## src/verilog/mii_switch_regs.svh

```systemverilog
// register offsets, field positions, reset values and timing counts
`ifndef MII_SWITCH_REGS_SVH
`define MII_SWITCH_REGS_SVH
// apb byte addresses
`define REG_IND_CMD 8'h00
`define REG_IND_DATA 8'h04
`define REG_PORT_SEL 8'h08
`define REG_PORT_STAT 8'h0c
// indirectly addressed mac space
`define MAC_MGMT_ACCESS 8'h06
`define MAC_MGMT_DATA 8'h07
// indirect_command fields
`define IND_BUSY_BIT 31
`define IND_RNW_BIT 30
// phy_mgmt_access fields
`define ACC_PHY_HI 15
`define ACC_PHY_LO 11
`define ACC_REG_HI 10
`define ACC_REG_LO 6
`define ACC_WNR_BIT 1
`define ACC_BUSY_BIT 0
// port_select fields and reset values
`define SEL_CLK_HI 1
`define SEL_CLK_LO 0
`define SEL_DP_BIT 2
`define CLKSEL_RESET 2'h0
`define DPSEL_RESET 1'b0
// management clock timing
`define PCLK_NS 5
`define MDC_HALF_NS 200
`define MDC_HALF_CYC ((`MDC_HALF_NS + `PCLK_NS - 1) / `PCLK_NS)
// management frame layout
`define FRAME_LAST 7'h3f
`define RD_OE_BITS 7'h2e
`define RD_DATA_FIRST 7'h30
`endif

```

## src/verilog/mii_switch_pkg.sv

```systemverilog
// types for the mii port switch and management access block
package mii_switch_pkg;

	// management serial engine states
	typedef enum logic [0:0] {
		MG_IDLE,
		MG_SHIFT
	} mgmt_state_e;

	// whole state of the block
	typedef struct packed {
		logic ind_busy;
		logic ind_rnw;
		logic [7:0] ind_addr;
		logic [31:0] ind_data;
		logic [1:0] clk_sel;
		logic dp_sel;
		logic [4:0] mg_phy;
		logic [4:0] mg_reg;
		logic mg_wnr;
		logic mg_busy;
		logic [15:0] mg_data;
		mgmt_state_e st;
		logic [5:0] div;
		logic mdc;
		logic [6:0] bitn;
		logic [63:0] sh;
		logic [15:0] rsh;
		logic mdo;
		logic mdoe;
		logic [1:0][9:0] s1;
		logic [1:0][9:0] s2;
		logic m1;
		logic m2;
		logic [31:0] prdata;
		logic pslverr;
		logic mac_rxc;
		logic mac_txc;
		logic [3:0] mac_rxd;
		logic mac_dv;
		logic mac_er;
		logic mac_crs;
		logic mac_col;
		logic [3:0] itxd;
		logic iten;
		logic [3:0] etxd;
		logic eten;
	} state_s;

endpackage : mii_switch_pkg

```

## src/verilog/mii_port_switch_mgmt.sv

```systemverilog
// mii port switch, clock gating and two-level phy register access
`timescale 1ns/1ps
`include "mii_switch_regs.svh"

module mii_port_switch_mgmt (
	input wire logic pclk,
	input wire logic presetn,
	// apb slave
	input wire logic psel,
	input wire logic penable,
	input wire logic pwrite,
	input wire logic [7:0] paddr,
	input wire logic [31:0] pwdata,
	output logic [31:0] prdata,
	output logic pready,
	output logic pslverr,
	// internal phy mii
	input wire logic int_tx_clk,
	input wire logic int_rx_clk,
	input wire logic [3:0] int_rxd,
	input wire logic int_rx_dv,
	input wire logic int_rx_er,
	input wire logic int_crs,
	input wire logic int_col,
	output logic [3:0] int_txd,
	output logic int_tx_en,
	// external phy mii
	input wire logic ext_tx_clk,
	input wire logic ext_rx_clk,
	input wire logic [3:0] ext_rxd,
	input wire logic ext_rx_dv,
	input wire logic ext_rx_er,
	input wire logic ext_crs,
	input wire logic ext_col,
	output logic [3:0] ext_txd,
	output logic ext_tx_en,
	// mac side, same clock as pclk
	input wire logic [3:0] mac_txd,
	input wire logic mac_tx_en,
	output logic mac_tx_clk,
	output logic mac_rx_clk,
	output logic [3:0] mac_rxd,
	output logic mac_rx_dv,
	output logic mac_rx_er,
	output logic mac_crs,
	output logic mac_col,
	// management serial link
	output logic mdc,
	input wire logic mdio_i,
	output logic mdio_o,
	output logic mdio_oe
);

	////////////////////////////////////////////////////////////////
	// state and helpers

	// registered state
	mii_switch_pkg::state_s q;
	// next state
	mii_switch_pkg::state_s d;
	// apb phases
	logic setup;
	logic wr;
	// selected port bundles
	logic [9:0] dpb;
	logic [9:0] ckb;
	// clocks fully gated
	logic gated;

	// read of the indirectly addressed mac space
	function automatic logic [31:0] mac_rd(
		input mii_switch_pkg::state_s s,
		input logic [7:0] a
	);
		logic [31:0] r;
		r = 32'h0;
		// unmapped mac addresses read zero
		if (a == `MAC_MGMT_ACCESS) begin
			r[`ACC_PHY_HI:`ACC_PHY_LO] = s.mg_phy;
			r[`ACC_REG_HI:`ACC_REG_LO] = s.mg_reg;
			r[`ACC_WNR_BIT] = s.mg_wnr;
			r[`ACC_BUSY_BIT] = s.mg_busy;
		end else if (a == `MAC_MGMT_DATA) begin
			r[15:0] = s.mg_data;
		end
		return r;
	endfunction : mac_rd

	// read of the directly mapped apb registers
	function automatic logic [31:0] apb_rd(
		input mii_switch_pkg::state_s s,
		input logic [7:0] a
	);
		logic [31:0] r;
		r = 32'h0;
		case (a)
			`REG_IND_CMD: begin
				r[`IND_BUSY_BIT] = s.ind_busy;
				r[`IND_RNW_BIT] = s.ind_rnw;
				r[7:0] = s.ind_addr;
			end
			`REG_IND_DATA: begin
				r = s.ind_data;
			end
			`REG_PORT_SEL: begin
				r[`SEL_CLK_HI:`SEL_CLK_LO] = s.clk_sel;
				r[`SEL_DP_BIT] = s.dp_sel;
			end
			`REG_PORT_STAT: begin
				// live state: gated, mgmt busy, indirect busy
				r[0] = s.clk_sel[1];
				r[1] = s.mg_busy;
				r[2] = s.ind_busy;
			end
			default: begin
				r = 32'h0;
			end
		endcase
		return r;
	endfunction : apb_rd

	// address decode for the error path only, apb_rd decodes reads itself
	function automatic logic mapped(input logic [7:0] a);
		return (a == `REG_IND_CMD) || (a == `REG_IND_DATA) ||
			(a == `REG_PORT_SEL) || (a == `REG_PORT_STAT);
	endfunction : mapped

	////////////////////////////////////////////////////////////////
	// next-state logic

	// whole block in one combinational pass
	always_comb begin
		d = q;
		setup = psel & ~penable;
		wr = psel & penable & pwrite;

		// two-flop synchronisers for every pin from the phys
		d.s1[0] = {int_tx_clk, int_rx_clk, int_rxd, int_rx_dv,
			int_rx_er, int_crs, int_col};
		d.s1[1] = {ext_tx_clk, ext_rx_clk, ext_rxd, ext_rx_dv,
			ext_rx_er, ext_crs, ext_col};
		d.s2 = q.s1;
		d.m1 = mdio_i;
		d.m2 = q.m1;

		dpb = q.s2[q.dp_sel];
		d.mac_rxd = dpb[7:4];
		d.mac_dv = dpb[3];
		d.mac_er = dpb[2];
		d.mac_crs = dpb[1];
		d.mac_col = dpb[0];
		// transmit side routing
		// deselected port is driven idle, never floating
		d.itxd = q.dp_sel ? 4'h0 : mac_txd;
		d.iten = q.dp_sel ? 1'b0 : mac_tx_en;
		d.etxd = q.dp_sel ? mac_txd : 4'h0;
		d.eten = q.dp_sel ? mac_tx_en : 1'b0;

		// gate both phy clocks when select is 10b
		// 11b is treated the same, so no stray clock leaks
		gated = q.clk_sel[1];
		ckb = q.s2[q.clk_sel[0]];
		// gated clocks held low, mac sees no edges
		d.mac_txc = ~gated & ckb[9];
		d.mac_rxc = ~gated & ckb[8];

		// apb read data and error latched in setup phase
		if (setup) begin
			d.prdata = apb_rd(q, paddr);
			d.pslverr = ~mapped(paddr);
		end

		// indirect transfer, one cycle after issue
		if (q.ind_busy) begin
			if (q.ind_rnw) begin
				d.ind_data = mac_rd(q, q.ind_addr);
			end else if (q.ind_addr == `MAC_MGMT_DATA) begin
				// only low half reaches the phy data
				// a write during a phy cycle is left out
				if (!q.mg_busy) begin
					d.mg_data = q.ind_data[15:0];
				end
			end else if (q.ind_addr == `MAC_MGMT_ACCESS) begin
				if (!q.mg_busy) begin
					d.mg_phy = q.ind_data[`ACC_PHY_HI:`ACC_PHY_LO];
					d.mg_reg = q.ind_data[`ACC_REG_HI:`ACC_REG_LO];
					d.mg_wnr = q.ind_data[`ACC_WNR_BIT];
				end
				// busy written 1 starts a frame
				if (!q.mg_busy && q.ind_data[`ACC_BUSY_BIT]) begin
					d.mg_busy = 1'b1;
					d.st = mii_switch_pkg::MG_SHIFT;
					d.div = 6'h0;
					d.mdc = 1'b0;
					d.bitn = 7'h0;
					// preamble, start, op, addresses, turnaround, data
					d.sh = {32'hffffffff, 2'b01,
						q.ind_data[`ACC_WNR_BIT] ? 2'b01 : 2'b10,
						q.ind_data[`ACC_PHY_HI:`ACC_PHY_LO],
						q.ind_data[`ACC_REG_HI:`ACC_REG_LO],
						2'b10, q.mg_data};
					d.mdo = 1'b1;
					d.mdoe = 1'b1;
				end
			end
			d.ind_busy = 1'b0;
		end

		// apb writes take effect at the access edge
		if (wr) begin
			case (paddr)
				`REG_IND_CMD: begin
					// address, direction and busy in one write
					// reserved span is dropped
					// a command while busy would be spurious
					if (!q.ind_busy) begin
						d.ind_busy = pwdata[`IND_BUSY_BIT];
						d.ind_rnw = pwdata[`IND_RNW_BIT];
						d.ind_addr = pwdata[7:0];
					end
				end
				`REG_IND_DATA: begin
					// data must not move under a transfer
					if (!q.ind_busy) begin
						d.ind_data = pwdata;
					end
				end
				`REG_PORT_SEL: begin
					d.clk_sel = pwdata[`SEL_CLK_HI:`SEL_CLK_LO];
					d.dp_sel = pwdata[`SEL_DP_BIT];
				end
				default: begin
					// read-only and unmapped writes ignored
				end
			endcase
		end

		// management serial engine
		case (q.st)
			mii_switch_pkg::MG_IDLE: begin
				// a frame starting this cycle keeps its drive, else bit 0 is lost
				if (d.st != mii_switch_pkg::MG_SHIFT) begin
					d.mdoe = 1'b0;
					d.mdc = 1'b0;
				end
			end
			mii_switch_pkg::MG_SHIFT: begin
				// half period divider gives the mdc edges
				if (q.div == 6'(`MDC_HALF_CYC - 1)) begin
					d.div = 6'h0;
					d.mdc = ~q.mdc;
					if (!q.mdc) begin
						// rising edge: phy drives data on reads
						if (!q.mg_wnr && q.bitn >= `RD_DATA_FIRST) begin
							d.rsh = {q.rsh[14:0], q.m2};
						end
					end else if (q.bitn == `FRAME_LAST) begin
						// busy held to the end of the frame
						d.st = mii_switch_pkg::MG_IDLE;
						d.mg_busy = 1'b0;
						d.mdoe = 1'b0;
						// read result lands in mgmt data
						if (!q.mg_wnr) begin
							d.mg_data = q.rsh;
						end
					end else begin
						// falling edge: next bit out
						d.bitn = q.bitn + 7'h1;
						d.sh = {q.sh[62:0], 1'b0};
						d.mdo = q.sh[62];
						// reads release the line at turnaround
						d.mdoe = q.mg_wnr ||
							((q.bitn + 7'h1) < `RD_OE_BITS);
					end
				end else begin
					d.div = q.div + 6'h1;
				end
			end
			default: begin
				d.st = mii_switch_pkg::MG_IDLE;
			end
		endcase
	end

	////////////////////////////////////////////////////////////////
	// state register

	// single register stage, constants only under reset
	always_ff @(posedge pclk or negedge presetn) begin
		if (!presetn) begin
			q <= '0;
			q.clk_sel <= `CLKSEL_RESET;
			q.dp_sel <= `DPSEL_RESET;
			q.st <= mii_switch_pkg::MG_IDLE;
		end else begin
			q <= d;
		end
	end

	////////////////////////////////////////////////////////////////
	// outputs

	// zero wait states, answer always ready
	assign pready = 1'b1;
	assign prdata = q.prdata;
	assign pslverr = q.pslverr;
	// mii outputs straight from flops
	assign int_txd = q.itxd;
	assign int_tx_en = q.iten;
	assign ext_txd = q.etxd;
	assign ext_tx_en = q.eten;
	assign mac_tx_clk = q.mac_txc;
	assign mac_rx_clk = q.mac_rxc;
	assign mac_rxd = q.mac_rxd;
	assign mac_rx_dv = q.mac_dv;
	assign mac_rx_er = q.mac_er;
	assign mac_crs = q.mac_crs;
	assign mac_col = q.mac_col;
	// management link
	assign mdc = q.mdc;
	assign mdio_o = q.mdo;
	assign mdio_oe = q.mdoe;

endmodule : mii_port_switch_mgmt

```

## config.mk

```make
export PLATFORM = sky130hd
export DESIGN_NAME = mii_port_switch_mgmt
export DESIGN_NICKNAME = d
export VERILOG_FILES = /design/src/verilog/mii_switch_pkg.sv /design/src/verilog/mii_port_switch_mgmt.sv
export VERILOG_INCLUDE_DIRS = /design/src /design/src/verilog
export SDC_FILE = /design/constraint.sdc
export NUM_CORES = 1
export LEC_CHECK = 0
export BUFFER_PORTS_ARGS = -buffer_cell sky130_fd_sc_hd__buf_2
export CAP_MARGIN = 20
export CORE_MARGIN = 3
export CORE_UTILIZATION = 25
export DETAILED_ROUTE_END_ITERATION = 10
export PLACE_DENSITY_LB_ADDON = 0.25
export SYNTH_ARGS = -nofsm -noshare
export SYNTH_HDL_FRONTEND = slang
export SYNTH_SLANG_ARGS = --single-unit
```

## constraint.sdc

```tcl
create_clock -name pclk -period 2.4 [get_ports pclk]
set_input_delay 0.48 -clock pclk [delete_from_list [all_inputs] [get_ports pclk]]
set_output_delay 0.48 -clock pclk [all_outputs]
set_load 0.01 [all_outputs]
```

# Word-level counts from Yosys, hierarchy flattened
# Cells that the tools add are included.
classes:
  n_bitwise: 14
  order_cmp: 4
  muxes: 59
  n_addsub: 2
  n_reduce_logical: 17
  n_eq_ne: 9
ops:
  columns: ["cell", "count"]
  rows:
  - ["2-to-1 mux 79 bit", 3]
  - ["2-to-1 mux 96 bit", 2]
  - ["2-to-1 mux 71 bit", 2]
  - ["2-to-1 mux 32 bit", 4]
  - ["2-to-1 mux 16 bit", 6]
  - ["2-to-1 mux 90 bit", 1]
  - ["2-to-1 mux 88 bit", 1]
  - ["2-to-1 mux 18 bit", 3]
  - ["2-to-1 mux 10 bit", 5]
  - ["2-to-1 mux 45 bit", 1]
  - ["equality test 8 x 3 -> 1 bit, second input constant", 3]
  - ["2-to-1 mux 24 bit", 1]
  - ["2-to-1 mux 22 bit", 1]
  - ["equality test 8 x 4 -> 1 bit, second input constant", 2]
  - ["2-to-1 mux 2 bit", 8]
  - ["2-to-1 mux 8 bit", 2]
  - ["2-to-1 mux 4 bit", 3]
  - ["case mux 3 bit (4 select lines)", 1]
  - ["case mux 5 bit (2 select lines)", 1]
  - ["AND reduction 5 bit", 2]
  - ["2-to-1 mux 1 bit", 9]
  - ["NOT 1 bit", 9]
  - ["zero test 8 bit", 1]
  - ["adder 7 x 1 -> 7 bit, second input constant", 1]
  - ["other kinds (19)", 33]
word_totals:
  output_inout_bits: 57
  elab_cells: 143
  regBits: 265
  in_bits: 71

# Logic depth before layout (Yosys ltp)
logic_depth:
  ltp_word: 12
  mapped_depth: 8
  mapped_depth_nobuf: 7

# Worst setup path before layout
# Ideal clock, no wire load.
synth_path:
  path_type: "reg-to-reg"
  start: "reg q[177] (netlist bit)"
  end: "reg q[198] (netlist bit)"
  synth_period_minus_slack_ns: 2.038
  n_path_buf: 2
  setup_ns: 0.122
  t_arrival_ns: 1.916
  required_time_ns: 2.278
  path_slack_ns: 0.362
  path_stages_with_launch: 9
  cell_sequence: "dfrtp_1 -> ha_1 -> nand3_2 -> or3_1 -> or3_1 -> buf_2 -> buf_6 -> nor2_2 -> a21oi_2"
synth_rtl:
  columns: ["element", "line", "rtl"]
  rows:
  - ["start, declared", "mii_port_switch_mgmt.sv:58", "mii_switch_pkg::state_s q;"]

==> results.cfg <==
[sta]
slew_viol_final = 0
tightest_slew_ps = 515
timing.fmax_mhz = 479
finalCriticalPeriod_ps = 2090
finalSetupTns_ps = 0
fin_crit_sh_pct = 87.0
setup_viol = 0
relSlewSlack_pct = 65.4
hold_viol = 0
clock_skew_ps = 11.4
rsz0062_at_grt = no

[clock_network]
clk_pin_slew_ps = 60
clock_latency_ps = 550
cts.sinks = 264
root_buffer = clkbuf_16
cts.path.max_buffers = 3
cts_tree = yes
h-tree-depth = 1
cts_buffers = 29

[synth]
avgSynthCellArea_um2 = 11.8
synthAdderAreaFrac_pct = 0.347
ys_warn_count = 0
ys_seq_area_share_pct = 61.0
synth_compound_area_share_pct = 11.7
synthMuxAreaShare_pct = 8.38
synth_xor_area_share_pct = 0.324
yosys.area_share.simple_pct = 12.0
synth_top_family_by_area = simple AND/OR/NAND/NOR gates
synth_flop_cell = dfrtp_1
synth_cell_types = 58
synth-seq-cells = 264
netlist_instances = 915
synth_edf_count = 0
syn_nets = 989
synth_area_mm2 = 0.0108
async_flop_share_pct = 100

[drt]
wl_per_cell_um = 15.2
routed_via_density = 4.38
drc = 0
ant_nets = 0
first_pass_iters = 4
drtIter0Drc = 337
dr_total_vias = 7029
drt_wl_total_mm = 24.4

[setup_path]
crit_path_start_kind = register
required_ps = 2820
rr_startpoint = q[177]$_DFF_PN0_
critPathCaptureType = register
arrival_ps = 2510
critPathKind = reg -> reg
cp_max_fo = 16
crit_path_start = q[177]$_DFF_PN0_
worst-r2r-setup-slack_ps = 310

[min_path]
hold_class = in -> reg
holdCritStartpoint = int_rx_er

[run_status]
outcome = finished, final reports clean

[pwr]
ir_worst_vdd_mv = 0.385
powerDensity_mw_per_mm2 = 716
total_power_mw = 9.22
cellLeakagePower_nw = 6.26

[die]
num_rows = 75
initial_utilization_pct = 25.6
die_area_mm2 = 0.0458
coreArea_mm2 = 0.0423
num_io_pins = 128
die_h_um = 214
die_x_um = 214

[cells_and_area]
area_delta_synth_final_pct = 19.0
utilization_pct = 30.4
final_net_count = 1082
layout_commonest_cell = dfrtp_1
final_cell_mix = dfrtp_1, buf_2, nand2_1
drive_gt1_share_pct = 24.4
design_area_mm2 = 0.0129
diodes = 0

[global_routing]
grt.overflow.total = 0
antenna_found_initial = 1
track_usage_pct = 10.8
grt_max_degree = 70
grt_pass1_vias = 7392
grt_pass1_wl_mm = 41.2

[placed_design]
dp_hpwl_mm = 16.6
gp_congestion = 0.728
placement.io_buffers = 126
dpl-instance-area_mm2 = 0.0119

[flow_run]
drv_cap = 0
[metal layers]
metal | global-route usage (%) | wire length (µm) | up-vias
li1 | - | - | 3355
met1 | 14.8 | 11300 | 3526
met2 | 17.3 | 11400 | 117
met3 | 2.42 | 1320 | 29
met4 | 2.75 | 409 | 2
met5 | 0 | 13 | -
[flip-flops by register name (all words and copies together) (netlist names), 4 cells and up]
register  cells
mac_rxd       4
ext_txd       4
d            21
int_txd       4
q           186
prdata       32
[layout make-up]
| cell class | count | area, µm² |
|---|---|---|
| Fill cell | 4369 | 29400 |
| Sequential cell | 264 | 6610 |
| Multi-Input combinational cell | 540 | 3550 |
| Timing Repair Buffer | 161 | 993 |
| Clock buffer | 46 | 870 |
| Tap cell | 577 | 722 |
| Clock inverter | 6 | 91.3 |
| Inverter | 12 | 45.0 |
[repair_timing]
action                    CTS  global route
hold buffers                1             0
hold endpoints to repair   52             0
resized for setup           0             0
buffers inserted            0             0
[synthesized netlist by cell type (all sizes together) (2+ instances only)]
master	instances	area [µm²]
dfrtp	264	6610
nand2	108	405
nor2	79	322
buf	75	534
a21oi	49	283
mux2	47	529
o22a	34	298
mux2i	31	310
a22o	27	236
nand3	27	140
a31oi	26	163
clkbuf	24	91.3
o21ai	19	106
nor3	17	100
inv	12	45.0
nor2b	9	56.3
a222oi	7	70.1
and2	7	43.8
or3	5	31.3
a221oi	4	35.0
nand2b	4	25.0
nor3b	4	40.0
ha	3	37.5
mux4	3	67.6
nand4	3	25.0
and3	2	12.5
nor4	2	27.5
nor4b	2	17.5
o21a	2	15.0
o22ai	2	12.5
o31ai	2	15.0
xnor2	2	17.5
xor2	2	17.5
[where the power goes]
group,switching (mW),leakage [nW],total [mW],internal (mW)
logic,0.158,2.30,0.252,0.0937
registers,0.0254,3.49,4.54,4.51
clock network,1.75,0.470,4.43,2.68
total,1.93,6.26,9.22,7.29
[kinds of logic (layout without fill, tap and decap cells)]
kind of cell	count (synthesis)	count (layout)
AOI/OAI and AO/OA	176	176
xor gates and xnor gates	4	4
adders and majority gates	3	3
buffers and inverters	111	225
DFF	264	264
muxes	81	81
other	1	1
and+or+nand+nor	275	275
[final timing paths]
| check | cells past startpoint | to |
|---|---|---|
| setup / recovery | 7 | q[204]$_DFF_PN0_ |
| setup reg to reg | 7 | q[204]$_DFF_PN0_ |
| max in group asynchronous | 3 | q[138]$_DFF_PN0_ |
| hold reg to reg | 0 | q[72]$_DFF_PN0_ |
| hold / removal | 1 | d[57]$_DFF_PN0_ |
| min in group asynchronous | 2 | q[193]$_DFF_PN0_ |
[per-stage QoR]
| step | setup WS [ps] | instances | hold slack (ps) |
|---|---|---|---|
| after floorplan | 362 | 915 | 184 |
| after global placement | 96.6 | 1553 | 332 |
| after detailed placement | 76.5 | 1553 | 335 |
| after CTS | 313 | 1606 | 1.07 |
| after global routing | 147 | 1606 | 2.38 |
| final | 313 | 1606 | 34.4 |
[worst max-delay path: stages (launching register included)]
cell and delay (ps):
dfrtp_1 450, ha_1 210, nand3_2 140, or3_1 420, or3_1 420, buf_12 180, nor2_2 100, a21oi_2 30
Power figures use the tool's default switching activity.
